`config.mk`:
```
export PLATFORM = sky130hd
export DESIGN_NAME = ecpp_port
export DESIGN_NICKNAME = d
export VERILOG_FILES = /design/src/rtl/ecpp_pkg.sv /design/src/rtl/ecpp_fifo.sv /design/src/rtl/ecpp_port.sv
export SDC_FILE = /design/constraint.sdc
export NUM_CORES = 1
export LEC_CHECK = 0
export BUFFER_PORTS_ARGS = -buffer_cell sky130_fd_sc_hd__buf_2
export CAP_MARGIN = 0
export CORE_UTILIZATION = 35
export CTS_BUF_LIST = sky130_fd_sc_hd__clkbuf_8
export DETAILED_ROUTE_END_ITERATION = 10
export SYNTH_ARGS = -nofsm -noshare
export SYNTH_HDL_FRONTEND = slang
export SYNTH_SLANG_ARGS = --single-unit
```
`constraint.sdc`:
```
create_clock -name sys_clk_i -period 5.65 [get_ports sys_clk_i]
set_input_delay 1.13 -clock sys_clk_i [delete_from_list [all_inputs] [get_ports sys_clk_i]]
set_output_delay 1.13 -clock sys_clk_i [all_outputs]
set_load 0.01 [all_outputs]
```
`src/rtl/ecpp_pkg.sv`:
```
/*
  ecpp_pkg: register offsets, field positions, modes, reset values and carrier
  types for the extended-capabilities parallel port.
  assumes: nothing beyond a SystemVerilog compiler.
*/
package ecpp_pkg;
  localparam logic [10:0] OFS_DATA   = 11'h000;
  localparam logic [10:0] OFS_STATUS = 11'h001;
  localparam logic [10:0] OFS_CTRL   = 11'h002;
  localparam logic [10:0] OFS_FIFO   = 11'h400;
  localparam logic [10:0] OFS_CFGB   = 11'h401;
  localparam logic [10:0] OFS_ECR    = 11'h402;

  localparam logic [7:0] CAP_ID_VAL     = 8'h10;
  localparam logic [2:0] STATUS_LOW_ONE = 3'h7;
  localparam logic [1:0] CTRL_HIGH_ONE  = 2'h3;
  localparam logic [5:0] CTRL_RST       = 6'h00;
  localparam logic [7:0] DATA_RST       = 8'h00;
  localparam logic [5:0] CFGB_RST       = 6'h00;
  localparam logic       COMPRESS_CAP   = 1'b0;

  localparam int CTRL_DIR_BIT = 5;
  localparam int CTRL_AIE_BIT = 4;
  localparam int CTRL_SLI_BIT = 3;
  localparam int CTRL_INI_BIT = 2;
  localparam int CTRL_AFD_BIT = 1;
  localparam int CTRL_STB_BIT = 0;
  localparam int ECR_MODE_LSB = 5;
  localparam int AFIFO_FLAG_BIT = 7;

  localparam int FIFO_DEPTH = 16;

  typedef enum logic [2:0] {
    ECPP_MODE_SPP  = 3'b000,
    ECPP_MODE_BIDI = 3'b001,
    ECPP_MODE_CFIF = 3'b010,
    ECPP_MODE_ECP  = 3'b011,
    ECPP_MODE_TEST = 3'b110,
    ECPP_MODE_CFG  = 3'b111
  } ecpp_mode_t;

  // one fifo entry: the byte plus its command tag
  typedef struct packed {
    logic       is_cmd;
    logic [7:0] data;
  } ecpp_entry_t;

  // peripheral-driven lines
  typedef struct packed {
    logic busy;
    logic ack_n;
    logic reverse_ack_line;
    logic online_flag;
    logic fault_n;
  } ecpp_periph_t;
endpackage

```
`src/rtl/ecpp_fifo.sv`:
```
/*
  ecpp_fifo: flip-flop fifo with valid/ready on both sides and honest flags.
  assumes: single clock, asynchronous active-low reset.
*/
`timescale 1ns/1ps
module ecpp_fifo #(
  parameter int WIDTH = 9,
  parameter int DEPTH = 16
) (
  input  wire logic             sys_clk_i,  // clock
  input  wire logic             resetn_i,   // async reset, low
  input  wire logic             flush_i,    // empty the fifo
  input  wire logic [WIDTH-1:0] wr_data_i,  // push data
  input  wire logic             wr_valid_i, // push request
  output logic                  wr_ready_o, // room available
  output logic [WIDTH-1:0]      rd_data_o,  // head entry
  output logic                  rd_valid_o, // head valid
  input  wire logic             rd_ready_i, // pop
  output logic                  full_o,     // full flag
  output logic                  empty_o     // empty flag
);
  localparam int AW = $clog2(DEPTH);
  logic [WIDTH-1:0] mem [DEPTH];
  logic [AW-1:0]    wr_ptr;
  logic [AW-1:0]    rd_ptr;
  logic [AW:0]      count;
  wire              push = wr_valid_i && wr_ready_o;
  wire              pop  = rd_valid_o && rd_ready_i;

  assign full_o     = (count == (AW+1)'(DEPTH));
  assign empty_o    = (count == '0);
  assign wr_ready_o = !full_o;
  assign rd_valid_o = !empty_o;
  assign rd_data_o  = mem[rd_ptr];

  always_ff @(posedge sys_clk_i or negedge resetn_i) begin
    if (!resetn_i) begin
      wr_ptr <= '0;
      rd_ptr <= '0;
      count  <= '0;
    end else if (flush_i) begin
      wr_ptr <= '0;
      rd_ptr <= '0;
      count  <= '0;
    end else begin
      if (push) wr_ptr <= AW'(wr_ptr + 1'b1);
      if (pop) rd_ptr <= AW'(rd_ptr + 1'b1);
      count <= (AW+1)'(count + push - pop);
    end
  end

  always_ff @(posedge sys_clk_i) begin
    if (push) mem[wr_ptr] <= wr_data_i;
  end

  fifo_count_a: assert property (@(posedge sys_clk_i) disable iff (!resetn_i)
    count <= (AW+1)'(DEPTH)) else $error("fifo count beyond depth");
  fifo_full_a: assert property (@(posedge sys_clk_i) disable iff (!resetn_i)
    full_o && !rd_ready_i && !flush_i |=> full_o) else $error("full dropped without pop");
endmodule

```
`src/rtl/ecpp_port.sv`:
```
/*
  ecpp_port: host-side extended-capabilities parallel port, register decode
  and forward/reverse handshake engine over one shared fifo.
  assumes: cpu bus signals are synchronous to sys_clk_i; rd_i/wr_i are one-cycle
  strobes; peripheral pins are asynchronous and are synchronised here.
*/
// Functional notes
// - forward byte strobed, interlocked with peripheral ack; code strobes in mode 011 only, in 010 the strobe follows control bit 0
// - data drivers on only when link forward
// - host ack requests a reverse byte
// - host ack high data, low command forward
// - fault asserted forward raises error event
// - reverse request low selects reverse direction
// - active-mode output held deasserted in ecp
// - offset 000h data or address fifo
// - offsets 001h, 002h status and control
// - offset 400h fifo view or config A
// - 401h config B in 111; 402h ecr
// - base address added, qualified by dma enable
// - config A reads fixed 10h
// - status bit layout, low bits read one
// - control bit layout, top bits read one
// - address fifo bit 7 flags address/count
// - config B field layout
// - ecr field order mode..empty
// - ecr mode bits 7:5 read/write
// - all fifo views share one storage
`timescale 1ns/1ps
module ecpp_port
  import ecpp_pkg::*;
#(
  parameter logic [15:0] BASE_ADDR = 16'h0378
) (
  input  wire logic                   sys_clk_i,         // 100 MHz clock
  input  wire logic                   resetn_i,          // async reset, low
  input  wire logic [15:0]            addr_i,            // cpu address
  input  wire logic                   dma_addr_enable_i, // dma owns address bus
  input  wire logic                   rd_i,              // read strobe
  input  wire logic                   wr_i,              // write strobe
  input  wire logic [7:0]             wdata_i,           // write data
  output logic [7:0]                  rdata_o,           // read data
  input  wire logic                   irq_line_i,        // live irq line level
  input  wire ecpp_pkg::ecpp_periph_t periph_i,          // peripheral inputs
  input  wire logic [7:0]             port_data_line_i,  // data pins in
  output logic [7:0]                  port_data_line_o,  // data pins out
  output logic                        port_data_oe_o,    // data drive enable
  output logic                        host_strobe_n_o,   // host clock
  output logic                        host_handshake_n_o,// host ack
  output logic                        init_n_o,          // reverse request
  output logic                        active_mode_n_o,   // 1284 active
  output logic                        port_direction_o,  // direction indicator
  output logic                        error_event_o,     // error pulse
  output logic                        ack_rise_o         // ack rising pulse
);
  // two-flop synchronisers for the peripheral lines and data
  ecpp_periph_t p_s1, p_s2;
  logic [7:0]   d_s1, d_s2;
  // idle levels for the active-low lines, so reset is not followed by a false ack or fault edge
  localparam ecpp_periph_t P_IDLE = '{busy: 1'b0, ack_n: 1'b1, reverse_ack_line: 1'b0,
                                      online_flag: 1'b0, fault_n: 1'b1};
  always_ff @(posedge sys_clk_i or negedge resetn_i) begin
    if (!resetn_i) begin
      p_s1 <= P_IDLE;
      p_s2 <= P_IDLE;
      d_s1 <= '0;
      d_s2 <= '0;
    end else begin
      p_s1 <= periph_i;
      p_s2 <= p_s1;
      d_s1 <= port_data_line_i;
      d_s2 <= d_s1;
    end
  end

  // registers
  logic [7:0] parallel_data;
  logic [5:0] line_control;
  logic [5:0] irq_dma_config;
  logic [2:0] ecr_mode;
  logic       error_irq_enable_n;
  logic       dma_enable;
  logic       service_flag;
  logic       ack_q;
  logic       fault_q;

  wire [10:0] ofs = 11'(addr_i - BASE_ADDR);
  wire in_range   = (addr_i >= BASE_ADDR) && ((addr_i - BASE_ADDR) < 16'h0403);
  wire sel        = in_range && !dma_addr_enable_i;
  wire m_spp      = (ecr_mode == ECPP_MODE_SPP) || (ecr_mode == ECPP_MODE_BIDI);
  wire m_ecp      = (ecr_mode == ECPP_MODE_ECP);
  wire m_cfif     = (ecr_mode == ECPP_MODE_CFIF);
  wire m_test     = (ecr_mode == ECPP_MODE_TEST);
  wire m_cfg      = (ecr_mode == ECPP_MODE_CFG);

  wire sel_data   = sel && ofs == OFS_DATA && m_spp;
  wire sel_afifo  = sel && ofs == OFS_DATA && m_ecp;
  wire sel_status = sel && ofs == OFS_STATUS;
  wire sel_ctrl   = sel && ofs == OFS_CTRL;
  wire sel_dfifo  = sel && ofs == OFS_FIFO && (m_cfif || m_ecp || m_test);
  wire sel_capa   = sel && ofs == OFS_FIFO && m_cfg;
  wire sel_cfgb   = sel && ofs == OFS_CFGB && m_cfg;
  wire sel_ecr    = sel && ofs == OFS_ECR;

  // direction bit only acts outside modes 000 and 010
  wire dir_rev    = line_control[CTRL_DIR_BIT] && !(ecr_mode == ECPP_MODE_SPP) && !m_cfif;

  // shared fifo for all views
  ecpp_entry_t f_wdata, f_rdata;
  logic        f_wvalid, f_wready, f_rvalid, f_rready, f_full, f_empty;
  logic        eng_push, eng_pop;
  ecpp_entry_t eng_entry;
  wire cpu_push   = wr_i && (sel_afifo || sel_dfifo);
  wire cpu_pop    = rd_i && sel_dfifo && !f_empty;
  assign f_wvalid = cpu_push || eng_push;
  assign f_wdata  = cpu_push ? ecpp_entry_t'{is_cmd: sel_afifo, data: wdata_i} : eng_entry;
  assign f_rready = cpu_pop || eng_pop;

  ecpp_fifo #(.WIDTH(9), .DEPTH(FIFO_DEPTH)) u_fifo (
    .sys_clk_i  (sys_clk_i),
    .resetn_i   (resetn_i),
    .flush_i    (wr_i && sel_ecr),
    .wr_data_i  (f_wdata),
    .wr_valid_i (f_wvalid),
    .wr_ready_o (f_wready),
    .rd_data_o  (f_rdata),
    .rd_valid_o (f_rvalid),
    .rd_ready_i (f_rready),
    .full_o     (f_full),
    .empty_o    (f_empty)
  );

  // read mux
  wire [7:0] status_val = {!p_s2.busy, p_s2.ack_n, p_s2.reverse_ack_line,
                           p_s2.online_flag, p_s2.fault_n, STATUS_LOW_ONE};
  wire [7:0] ctrl_val   = {CTRL_HIGH_ONE, line_control};
  wire [7:0] cfgb_val   = {COMPRESS_CAP, irq_line_i, irq_dma_config};
  wire [7:0] ecr_val    = {ecr_mode, error_irq_enable_n, dma_enable,
                           service_flag, f_full, f_empty};
  wire [7:0] data_val   = dir_rev ? d_s2 : parallel_data;
  // an empty test fifo re-reads its head slot rather than stalling
  wire [7:0] next_rdata = sel_data   ? data_val :
                          sel_status ? status_val :
                          sel_ctrl   ? ctrl_val :
                          sel_dfifo  ? f_rdata.data :
                          sel_capa   ? CAP_ID_VAL :
                          sel_cfgb   ? cfgb_val :
                          sel_ecr    ? ecr_val : 8'h00;

  always_ff @(posedge sys_clk_i or negedge resetn_i) begin
    if (!resetn_i) rdata_o <= 8'h00;
    else if (rd_i) rdata_o <= next_rdata;
  end

  // register writes
  always_ff @(posedge sys_clk_i or negedge resetn_i) begin
    if (!resetn_i) begin
      parallel_data      <= DATA_RST;
      line_control       <= CTRL_RST;
      irq_dma_config     <= CFGB_RST;
      ecr_mode           <= ECPP_MODE_SPP;
      error_irq_enable_n <= 1'b1;
      dma_enable         <= 1'b0;
    end else if (wr_i) begin
      if (sel_data) parallel_data <= wdata_i;
      if (sel_ctrl) line_control <= wdata_i[5:0];
      if (sel_cfgb) irq_dma_config <= wdata_i[5:0];
      if (sel_ecr) begin
        ecr_mode           <= wdata_i[7:ECR_MODE_LSB];
        error_irq_enable_n <= wdata_i[4];
        dma_enable         <= wdata_i[3];
      end
    end
  end

  // handshake engine
  typedef enum logic [2:0] {
    ECPP_IDLE   = 3'b000,
    ECPP_FSTROBE= 3'b001,
    ECPP_FWAIT  = 3'b010,
    ECPP_RREQ   = 3'b011,
    ECPP_RWAIT  = 3'b100
  } ecpp_state_t;
  ecpp_state_t state, next_state;
  logic [7:0]  out_byte;
  logic        out_cmd;

  wire link_fwd   = p_s2.reverse_ack_line;
  wire eng_mode   = m_ecp || m_cfif;
  wire fwd_go     = eng_mode && !dir_rev && link_fwd && f_rvalid && !p_s2.busy;

  always_comb begin
    next_state = state;
    eng_pop    = 1'b0;
    eng_push   = 1'b0;
    eng_entry  = ecpp_entry_t'{is_cmd: !p_s2.busy, data: d_s2};
    case (state)
      ECPP_IDLE: begin
        if (fwd_go && !cpu_pop) begin
          eng_pop    = 1'b1;
          next_state = ECPP_FSTROBE;
        end else if (m_ecp && dir_rev && !link_fwd && f_wready && !cpu_push) begin
          next_state = ECPP_RREQ;
        end
      end
      ECPP_FSTROBE: if (p_s2.busy) next_state = ECPP_FWAIT;
      ECPP_FWAIT:   if (!p_s2.busy) next_state = ECPP_IDLE;
      ECPP_RREQ: begin
        if (!p_s2.ack_n && !cpu_push) begin
          eng_push   = 1'b1;
          next_state = ECPP_RWAIT;
        end else if (!dir_rev) begin
          // direction turned forward before the byte came: give up the request
          next_state = ECPP_IDLE;
        end
      end
      ECPP_RWAIT:   if (p_s2.ack_n) next_state = ECPP_IDLE;
      default:      next_state = ECPP_IDLE;
    endcase
  end

  always_ff @(posedge sys_clk_i or negedge resetn_i) begin
    if (!resetn_i) begin
      state    <= ECPP_IDLE;
      out_byte <= 8'h00;
      out_cmd  <= 1'b0;
    end else begin
      state <= next_state;
      if (eng_pop) begin
        out_byte <= f_rdata.data;
        out_cmd  <= f_rdata.is_cmd;
      end
    end
  end

  // pins
  wire ecp_active = m_ecp;
  assign port_data_line_o   = eng_mode ? out_byte : parallel_data;
  assign port_data_oe_o     = !dir_rev && link_fwd;
  assign host_strobe_n_o    = ecp_active ? !(state == ECPP_FSTROBE)
                                         : !line_control[CTRL_STB_BIT];
  assign host_handshake_n_o = ecp_active ? (dir_rev ? !(state == ECPP_RREQ)
                                                    : !out_cmd)
                                         : !line_control[CTRL_AFD_BIT];
  assign init_n_o           = ecp_active ? !dir_rev
                                         : line_control[CTRL_INI_BIT];
  assign active_mode_n_o    = ecp_active ? 1'b1
                                         : !line_control[CTRL_SLI_BIT];
  assign port_direction_o   = dir_rev;

  // events: fault only counts while forward; ack rising for the ack interrupt
  always_ff @(posedge sys_clk_i or negedge resetn_i) begin
    if (!resetn_i) begin
      ack_q        <= 1'b1;
      fault_q      <= 1'b1;
      service_flag <= 1'b0;
    end else begin
      ack_q        <= p_s2.ack_n;
      fault_q      <= p_s2.fault_n;
      service_flag <= dir_rev ? f_full : f_empty;
    end
  end
  assign error_event_o = fault_q && !p_s2.fault_n && link_fwd && !dir_rev;
  assign ack_rise_o    = !ack_q && p_s2.ack_n && line_control[CTRL_AIE_BIT];

  // assertions
  drive_fwd_a: assert property (@(posedge sys_clk_i) disable iff (!resetn_i)
    port_data_oe_o |-> link_fwd && !dir_rev) else $error("data driven in reverse");
  active_hold_a: assert property (@(posedge sys_clk_i) disable iff (!resetn_i)
    m_ecp |-> active_mode_n_o) else $error("active asserted in ecp");
  strobe_hold_a: assert property (@(posedge sys_clk_i) disable iff (!resetn_i)
    state == ECPP_FSTROBE && !p_s2.busy |=> !host_strobe_n_o || !m_ecp)
    else $error("strobe released before peripheral ack");
  cmd_tag_a: assert property (@(posedge sys_clk_i) disable iff (!resetn_i)
    eng_push |-> f_wdata.is_cmd == !p_s2.busy) else $error("reverse tag wrong");
  capa_read_a: assert property (@(posedge sys_clk_i) disable iff (!resetn_i)
    rd_i && sel_capa |=> rdata_o == 8'h10) else $error("config A value wrong");
  status_low_a: assert property (@(posedge sys_clk_i) disable iff (!resetn_i)
    rd_i && sel_status |=> rdata_o[2:0] == 3'b111) else $error("status low bits");
  dma_qual_a: assert property (@(posedge sys_clk_i) disable iff (!resetn_i)
    dma_addr_enable_i && wr_i |=> $stable(ecr_mode)) else $error("dma cycle wrote ecr");
  ecr_mode_a: assert property (@(posedge sys_clk_i) disable iff (!resetn_i)
    wr_i && sel_ecr |=> ecr_mode == $past(wdata_i[7:5])) else $error("mode not written");
  afifo_tag_a: assert property (@(posedge sys_clk_i) disable iff (!resetn_i)
    cpu_push |-> f_wdata.is_cmd == sel_afifo) else $error("address fifo tag");
  flags_a: assert property (@(posedge sys_clk_i) disable iff (!resetn_i)
    !(f_full && f_empty)) else $error("full and empty together");
  fault_rev_a: assert property (@(posedge sys_clk_i) disable iff (!resetn_i)
    dir_rev |-> !error_event_o) else $error("error event in reverse");
  hostack_fwd_a: assert property (@(posedge sys_clk_i) disable iff (!resetn_i)
    m_ecp && !dir_rev |-> host_handshake_n_o == !out_cmd) else $error("host ack tag");

  fwd_byte_c: cover property (@(posedge sys_clk_i) disable iff (!resetn_i)
    state == ECPP_FSTROBE ##[1:20] state == ECPP_IDLE);
  rev_byte_c: cover property (@(posedge sys_clk_i) disable iff (!resetn_i) eng_push);
  full_c: cover property (@(posedge sys_clk_i) disable iff (!resetn_i) f_full);
endmodule

```
==> metrics.txt, run 1 <==
CP required about 6 ns; Max Cap Viol 0; Core Region just under 0.03 mm^2; 1st-pass router iterations 5; Int Power 2.57 mW; Port Buffer Count 66; Max VDD drop 243 uV; Worst-Margin Slew approximately 1.2 ns; antenna-violating nets left 0; Hold-fix buffers, CTS 0; register area share after synthesis about three fifths; Final setup viols 0; Synth Register Bits 231; Area Overhead vs Synth 14.8%; min cycle time layout between 4 and 5 ns; Rows 63; CP top delay family compound AO/OA/AOI/OAI gates; WS Path Type in -> reg; vias in the first global route between 6000 and 7000; synthesized cell area 0.0105 mm^2; post-route cell area between 0.01 and 0.015 mm^2; post-synthesis async set-or-reset flop share between 30% and 40%; setup TNS 0 ns; Bufs on Longest Clock Path 3; number of flops mapped to enable cells by yosys around 140; share of layout cells above drive strength 1 around 29%; TritonCTS clock tree yes; via count about 6700; Mapped Cells around 730; CP endpoint kind flip-flop; largest net degree at the start of global routing between 40 and 50; GPL Wtd Cong around 0.9; period utilization between 70% and 80%; f_max roughly 220 MHz; crit path max fanout 12; first-iteration detailed-routing DRC count 476; met3 usage 3.05%; type of the most critical hold path reg -> reg; Post-synth top flop edfxtp_1; Seq pwr share 54.8%; clk sinks between 200 and 250; CP Cell Sequence buf_2 > ha_1 > nand2b_1 > mux2i_1 > a32oi_2 > or3_4 > a21oi_2 > buf_4 > o21ai_1 > inv_1 > ha_1 > inv_1 > fa_1 > inv_1 > a21oi_1 > nor2_1 > nor2_1 > xnor2_1 > nor2_1; most common cell after layout, fill and taps aside edfxtp_1; Mapped Nets 785; Hold Fails Final Rpt 0; Die ar. around 0.03 mm^2; crit path max-delay cell type o21ai_1; met2 GRT Util between 20 and 30%; WL final roughly 26000 um; worst path arrival time around 5.0 ns; Most Crowded Layer GR met2; Final #Nets 883; postcts setup bufs 0; Final HPWL DP 18000 um; Sw Pwr a little under 0.8 mW; multi-input logic area around 0.0038 mm^2; Reg area approximately 0.0065 mm^2; Power Dens Cells between 200 and 300 mW/mm^2; Buffers & Inverters on Critical Path 5; Lkg Pwr slightly below 5 nW; CTS buffer count 39; Global Route Usage Sum about 18%; average routed wire per standard cell around 21 um; yosys warns 0; clock latency on the worst-skew pair 0.56 ns; Antenna Cells 0; Rel. slew slack between 15 and 20%; RSZ-0062 raised after global routing no; Fill cells 2832; first-pass GRT wire length between 40000 and 50000 um; CP startpoint kind input port; status finished, final reports clean; CP max stage delay around 0.73 ns; DIE WIDTH 175 um; drt drc 0; DR vias/cell around 5.4; final slew viol count 0; initial core utilization 35.5%; clock share of power about two fifths; Layout Skew 0.0430 ns; initial antenna violation count 0; CTS root buf clkbuf_8; Mean Syn Cell Area about 14 um^2; Clock transition at path regs 0.06 ns; synth unique cells 90; placed inst area around 0.011 mm^2; grt total ovfl 0; sw frac a little under a quarter; Ports between 60 and 70; Comb power frac under 10%; PostCTS Resize Cnt 0; most frequent cells in the layout edfxtp_1, dfrtp_1, buf_2; CTS H-tree depth 2; Die Y 175 um; met1 Track Usage GR between 20% and 30%
-- final timing paths --
path,from,endpoint,slack (ns),cells after the start
setup / recovery,addr_i[3],u_fifo.count[4],1.14,19
hold / removal,d_s1[5],d_s2[5],0.33,0
setup reg to reg,ecr_mode[2],u_fifo.count[4],1.85,17
hold reg to reg,d_s1[5],d_s2[5],0.33,0
max in group asynchronous,resetn_i,d_s1[6],4.08,2
min in group asynchronous,resetn_i,line_control[3],0.59,1
-- cell usage after synthesis, types with 7 or more instances --
master | n | area, um^2
o21ai_1 | 7 | 35.0
a21o_1 | 7 | 52.6
inv_1 | 19 | 71.3
buf_2 | 7 | 35.0
nor2_1 | 36 | 135
nand2b_1 | 8 | 50.1
mux2i_1 | 48 | 480
mux2_4 | 9 | 135
dfrtp_1 | 80 | 2000
a22oi_1 | 12 | 90.1
nand2_1 | 41 | 154
a21oi_1 | 19 | 95.1
dfstp_2 | 7 | 184
clkbuf_1 | 15 | 56.3
nand3_1 | 16 | 80.1
mux2_2 | 39 | 439
ha_1 | 12 | 150
nor3_1 | 13 | 65.1
and2_1 | 8 | 50.1
edfxtp_1 | 144 | 4320
a221oi_1 | 22 | 193
o21ai_0 | 16 | 80.1
mux4_2 | 19 | 428
nor4_1 | 8 | 50.1
-- flip-flops by register name, summed over array words and instances, names as in the netlist, 5 cells and up --
name	flops
rdata_o	8
parallel_data	8
d_s1	8
p_s1	5
u_fifo.count	5
u_fifo.mem	144
line_control	6
out_byte	8
d_s2	8
irq_dma_config	6
-- cell type report --
| class | instances | share of cell area, % |
|---|---|---|
| multi-input combinational | 448 | 31.4 |
| clock buffer | 43 | 4.90 |
| inverter | 21 | 0.653 |
| tap | 390 | 4.04 |
| sequential | 231 | 53.9 |
| clock inverter | 25 | 1.02 |
| timing repair buffer | 86 | 4.00 |
-- layer usage --
layer,vias to the layer above,share of wire [%]
li1,3048,-
met1,3404,47
met2,203,45
met3,52,5.6
met4,0,2.4
met5,-,0
-- kinds of logic (layout without fill, tap and decap cells) --
group                    count (synthesis)  count (layout)  share of synthesized area (%)
AND/OR/NAND/NOR                        183             183                           10.3
flip-flops                             231             231                           61.9
multiplexers                           118             118                           14.4
XOR/XNOR                                 5               5                          0.416
buffers and inverters                   50             175                           2.08
AO/OA/AOI/OAI                          129             129                           9.25
adder cells (fa/ha/maj)                 13              13                           1.62
-- power by group through the flow --
stage	Clock, mW	Sequential [mW]	Combinational, mW
floorplan	0	1.86	0.0801
global placement	0	1.87	0.145
detailed placement	0	1.87	0.145
CTS	1.41	1.84	0.146
global route	1.48	1.84	0.160
finish	1.37	1.84	0.144
-- worst register-to-register path, cell delays in order, from the launching register on --
cell     delay (ns)
dfrtp_1        0.47
nand2_1        0.12
and2_1         0.26
and3_1         0.22
nand3_1        0.17
a21oi_2        0.08
buf_4          0.19
o21ai_1        0.74
inv_1          0.34
ha_1           0.31
inv_1          0.07
fa_1           0.20
inv_1          0.05
a21oi_1        0.11
nor2_1         0.05
nor2_1         0.10
xnor2_1        0.13
nor2_1         0.05
-- through the flow --
| step | total power, mW | hold slack (ns) | util, % | worst slack, ns | instances |
|---|---|---|---|---|---|
| floorplan | 1.94 | 0.331 | - | 1.27 | 729 |
| global placement | 2.01 | 0.332 | 38.3 | 0.749 | 1176 |
| detailed placement | 2.02 | 0.335 | 38.3 | 0.614 | 1176 |
| CTS | 3.39 | 0.334 | 40.7 | 1.20 | 1244 |
| global route | 3.48 | 0.353 | 40.7 | 0.828 | 1244 |
| finish | 3.36 | 0.333 | 40.7 | 1.14 | 1244 |
Note: power is estimated with default switching activity, not from simulation.
==> inputs of run 2 (changes only) <==
==> constraint.sdc (replaced) <==
create_clock -name sys_clk_i -period 4.3 [get_ports sys_clk_i]
set_input_delay 0.86 -clock sys_clk_i [delete_from_list [all_inputs] [get_ports sys_clk_i]]
set_output_delay 0.86 -clock sys_clk_i [all_outputs]
set_load 0.01 [all_outputs]
==> run 2 against run 1 <==
Net effect: combinational power increased by 35%; worst setup slack got worse by 0.44 ns; sequential share of layout area decreased by 0.57 points; sequential cell count unchanged; cell area increased by 1.1%; register-to-register slack got worse by 0.64 ns; critical endpoint unchanged.
==> metrics.txt, run 2 (synthesis results as in run 1) <==
status finished, final reports clean; postcts setup bufs 0 (unchanged); Max VDD drop 233 uV (-3.9%); RSZ-0062 raised after global routing no; placed instance count 1195 (+1.6%); DIE WIDTH 175 um (unchanged); Reg area 0.00651 mm^2 (unchanged); crit path max fanout 6 (-6); CP required 4.71 ns (-1.38 ns); grt total ovfl 0 (unchanged); Fill cells 2793 (-1.4%); share of layout cells above drive strength 1 30.4% (+1.2 points); post-route cell area 0.0122 mm^2 (+1.1%); most common cell after layout, fill and taps aside edfxtp_1; Bufs on Longest Clock Path 3 (unchanged); period utilization 83.6%; Die ar. 0.0308 mm^2 (unchanged); setup TNS 0 ns (unchanged); Rel. slew slack 20.9% (+3.3 points); Hold Fails Final Rpt 0 (unchanged); Hold-fix buffers, CTS 0 (unchanged); WL final 25800 um (-2.4%); largest net degree at the start of global routing 75 (+53%); DR vias/cell 5.33 (-1.2%); TritonCTS clock tree yes; type of the most critical hold path reg -> reg; CP endpoint kind flip-flop; Final setup viols 0 (unchanged); antenna-violating nets left 0 (unchanged); Place WS 0.150 ns (-0.463 ns); Pwr Total 4.40 mW (+31%); post-route insts no fill 1265 (+1.7%); vias in the first global route 6594 (-2.1%); initial antenna violation count 0 (unchanged); CP startpoint kind input port; Area Overhead vs Synth 16.0%; Rows 63 (unchanged); Layout Skew 0.0280 ns (-0.0150 ns); CTS buffer count 38 (-2.6%); final slew viol count 0 (unchanged); Final #Nets 901 (+2.0%); Port Buffer Count 66 (unchanged); Ports 67 (unchanged); Core Region 0.0296 mm^2 (unchanged); via count 6738 (+0.46%); Max Cap Viol 0 (unchanged); Final Util 41.2% (+0.43 points); Clock transition at path regs 0.06 ns (about the same); max reg flops 144 (unchanged); Worst-Margin Slew 1.18 ns (-0.0498 ns); 1st-pass router iterations 5 (unchanged); initial core utilization 35.5% (unchanged); Lkg Pwr 4.99 nW (+1.8%); clock latency on the worst-skew pair 0.55 ns (about the same); CTS root buf clkbuf_8; CTS H-tree depth 2 (unchanged); most frequent cells in the layout edfxtp_1, dfrtp_1, buf_2; first-pass GRT wire length 40100 um (-1.4%); WS Path Type in -> reg; Antenna Cells 0 (unchanged); f_max 278 MHz; PostCTS Resize Cnt 0 (unchanged); multi-input logic area 0.00380 mm^2 (unchanged); drt drc 0 (unchanged); min cycle time layout ~3.6 ns; placed inst area 0.0115 mm^2 (+1.3%); final hold slack 0.344 ns (+0.0115 ns); first-iteration detailed-routing DRC count 425 (-11%); Die Y 175 um (unchanged); Final WS setup 0.707 ns (-0.436 ns); Biggest register u_fifo.mem; Power Dens Cells 361 mW/mm^2 (+30%); GPL Wtd Cong 0.932 (+3.4%); average routed wire per standard cell 20.4 um (-4.0%); Final HPWL DP 17900 um (-0.36%); clk sinks 231 (unchanged); Global Route Usage Sum 17.1% (-0.46 points); worst path arrival time 4.00 ns (-0.95 ns)
[run 2: cell count changes in the layout (fill, tap and decap cells not counted), sizes merged]
| cell | before | now |
|---|---|---|
| buf | 86 | 105 |
| clkinv | 12 | 19 |
| clkbuf | 43 | 38 |
| bufinv | 0 | 1 |
| clkinvlp | 2 | 1 |
[run 2: final timing paths]
path | startpoint | to | slack (ns) | depth (start not counted)
setup / recovery | addr_i[3] | u_fifo.count[4] | 0.71 | 19
hold / removal | d_s1[1] | d_s2[1] | 0.34 | 0
setup reg to reg | ecr_mode[2] | u_fifo.count[4] | 1.21 | 15
hold reg to reg | d_s1[1] | d_s2[1] | 0.34 | 0
max in group asynchronous | resetn_i | irq_dma_config[4] | 3.05 | 2
min in group asynchronous | resetn_i | dma_enable | 0.47 | 1
[run 2: power by group]
part / switching (mW) / internal (mW)
registers: 0.0228 / 2.39
logic: 0.121 / 0.0728
clock network: 0.895 / 0.900
total: 1.04 / 3.36
[run 2: worst max-delay path, stage by stage]
cell,delay [ns]
buf_2,0.14
ha_1,0.25
or4b_1,0.55
nor2_1,0.16
a21o_2,0.12
and4_4,0.28
nand4_4,0.12
a21oi_2,0.19
ha_1,0.24
inv_1,0.06
ha_1,0.16
inv_1,0.06
fa_1,0.39
inv_1,0.07
a21oi_1,0.05
nor2_1,0.08
nor2_1,0.05
xnor2_1,0.14
nor2_1,0.05
[run 2: area by class of cell]
cell class / count / share of cell area [%]
Inverter: 21 / 0.646
Clock buffer: 38 / 4.29
Multi-Input combinational cell: 448 / 31.1
Clock inverter: 32 / 1.46
Tap cell: 390 / 4.00
Sequential cell: 231 / 53.4
Timing Repair Buffer: 105 / 5.13
[run 2: layer usage]
metal	global-route usage, %	share of wire [%]	vias to the layer above
li1	-	-	3081
met1	25.1	47	3404
met2	25.7	45	213
met3	3.51	5.8	40
met4	4.64	1.7	0
met5	0	0	-
==> inputs of run 3 (changes only) <==
==> constraint.sdc (replaced) <==
create_clock -name sys_clk_i -period 3.17 [get_ports sys_clk_i]
set_input_delay 0.634 -clock sys_clk_i [delete_from_list [all_inputs] [get_ports sys_clk_i]]
set_output_delay 0.634 -clock sys_clk_i [all_outputs]
set_load 0.01 [all_outputs]
==> run 3 against run 2 <==
Net effect: the flow now finishes with violations (DRC); register-to-register slack worse by 0.91 ns; combinational power up 54%; final cell count rose by 4.0%; sequential power up 36%; clock power up 40%; critical path depth fell by 2; largest power group unchanged.
==> metrics.txt, run 3 (synthesis results as in run 1) <==
Die ar. 0.0308 mm^2 (unchanged); Rel. slew slack 46.5% (+26 points); violated checks DRC; reg2reg end u_fifo.count[2]; Final HPWL DP 18600 um (+3.7%); Rows 63 (unchanged); share of layout cells above drive strength 1 36.0% (+5.6 points); sw frac 22.6% (-1.0 points); Clock transition at path regs 0.06 ns (about the same); f_max 326 MHz; period utilization 96.9%; TritonCTS clock tree yes; 1st-pass router iterations 9 (+4); Final setup viols 0 (unchanged); Reg area 0.00651 mm^2 (unchanged); Hold-fix buffers, CTS 0 (unchanged); Sw Pwr 1.38 mW (+32%); Fill cells 2724 (-2.5%); first-pass GRT wire length 41100 um (+2.4%); Most Crowded Layer GR met2; type of the most critical hold path in -> async; via count 6920 (+2.7%); WS Path Type in -> reg; Antenna Cells 0 (unchanged); RSZ-0062 raised after global routing yes; most frequent cells in the layout edfxtp_1, buf_4, dfrtp_1; met3 usage 3.27% (-0.24 points); Max VDD drop 363 uV (+56%); first-iteration detailed-routing DRC count 365 (-14%); r2r startpoint ecr_mode[0]; max reg flops 144 (unchanged); Hold Fails Final Rpt 0 (unchanged); post-route insts no fill 1315 (+4.0%); clk sinks 231 (unchanged); R2R cell count 14 (-1); antenna-violating nets left 0 (unchanged); drt drc 1 (+1); Global Route Usage Sum 17.6% (+0.49 points); multi-input logic area 0.00392 mm^2 (+3.2%); initial antenna violation count 0 (unchanged); met2 GRT Util 27.0% (+1.4 points); status finished, violations left; met1 Track Usage GR 25.5% (+0.44 points); Power Dens Cells 472 mW/mm^2 (+31%); worst path arrival time 3.53 ns (-0.47 ns); Int Power 4.71 mW (+40%); grt total ovfl 0 (unchanged); Pwr Total 6.09 mW (+38%); Final WS setup 0.0996 ns (-0.607 ns); CTS buffer count 38 (unchanged); setup TNS 0 ns (unchanged); register-to-register setup slack 0.30 ns (-0.91 ns); final slew viol count 0 (unchanged); Layout Skew 0.0172 ns (-0.0109 ns); vias in the first global route 6954 (+5.5%); min cycle time layout around 3.1 ns; GPL Wtd Cong 0.890 (-4.5%); Worst-Margin Slew 0.802 ns (-0.376 ns); largest net degree at the start of global routing 52 (-31%); Seq pwr share 53.8% (-1.0 points); Ports 67 (unchanged); CTS H-tree depth 2 (unchanged); average routed wire per standard cell 20.3 um (-0.39%); Core Region 0.0296 mm^2 (unchanged); initial core utilization 35.5% (unchanged); clock latency on the worst-skew pair 0.54 ns (about the same); Max Cap Viol 0 (unchanged); Critical Path Start addr_i[4]; Place WS -0.535 ns (-0.685 ns); CP startpoint kind input port; CP endpoint kind flip-flop; DIE WIDTH 175 um (unchanged); Port Buffer Count 66 (unchanged); Comb power frac 4.9% (+0.5 points); most common cell after layout, fill and taps aside edfxtp_1; Bufs on Longest Clock Path 3 (unchanged); crit path max fanout 6 (unchanged); DR vias/cell 5.26 (-1.2%); placed instance count 1243 (+4.0%); Biggest register u_fifo.mem; Area Overhead vs Synth 22.6%; WL final 26700 um (+3.5%); clock share of power 41.3% (+0.5 points); Die Y 175 um (unchanged); Lkg Pwr 5.35 nW (+7.1%); CP required 3.63 ns (-1.08 ns); Final #Nets 953 (+5.8%); CTS root buf clkbuf_8
-- run 3: changes by cell type in the layout (fill, tap and decap cells not counted), sizes merged --
| cell | delta |
|---|---|
| buf | +52 |
| clkinv | -9 |
| inv | +4 |
| clkbuf | +2 |
| bufinv | +1 |
-- run 3: routing by layer --
metal	vias up	routed length [um]
met1	3520	12700
met3	43	1390
met5	-	0
met4	0	493
met2	169	12100
li1	3188	-
-- run 3: power groups by stage --
stage	clock [mW]	combinational (mW)	sequential [mW]
4_1_cts	2.60	0.293	3.27
3_3_place_gp	0	0.288	3.33
3_5_place_dp	0	0.291	3.33
6_report	2.52	0.298	3.27
2_1_floorplan	0	0.146	3.32
5_1_grt	2.73	0.333	3.28
-- run 3: cell type report --
| class | instances | area share, % |
|---|---|---|
| Clock buffer | 40 | 4.27 |
| Clock inverter | 28 | 1.43 |
| Inverter | 21 | 0.611 |
| Multi-Input combinational cell | 448 | 30.4 |
| Sequential cell | 231 | 50.5 |
| Tap cell | 390 | 3.78 |
| Timing Repair Buffer | 157 | 9.07 |
-- run 3: how the worst max path moves through the flow --
stage | to | slack [ns] | cells past startpoint
finish | u_fifo.count[2] | 0.1 | 17
global route | u_fifo.count[4] | -0.1 | 19
CTS | u_fifo.count[4] | 0.02 | 19
detailed placement | u_fifo.count[4] | -0.53 | 19
global placement | u_fifo.count[4] | -0.50 | 19
floorplan | u_fifo.count[4] | -0.50 | 19
-- run 3: what timing repair did --
item	in CTS	in global routing
endpoints found under the setup margin	0	2
buffers inserted	0	4
resized for setup	0	17
-- run 3: per-stage QoR --
step | cell area, um^2 | util [%] | hold WS (ns)
2_1_floorplan | 10600 | - | 0.331
3_3_place_gp | 12100 | 40.7 | 0.332
3_5_place_dp | 12100 | 40.7 | 0.335
4_1_cts | 12800 | 43.2 | 0.0702
5_1_grt | 12900 | 43.5 | 0.0880
6_report | 12900 | 43.5 | 0.0721
-- run 3: critical path, cell delays in order --
cell and delay (ns):
buf_8 0.10, ha_4 0.17, or4b_4 0.55, nor2_4 0.12, a21o_2 0.11, and4_4 0.23, nand4_4 0.10, a21oi_4 0.17
ha_1 0.24, inv_1 0.06, ha_2 0.18, inv_2 0.04, fa_2 0.34, buf_4 0.14, buf_4 0.12, xor2_1 0.13
nor2_1 0.10
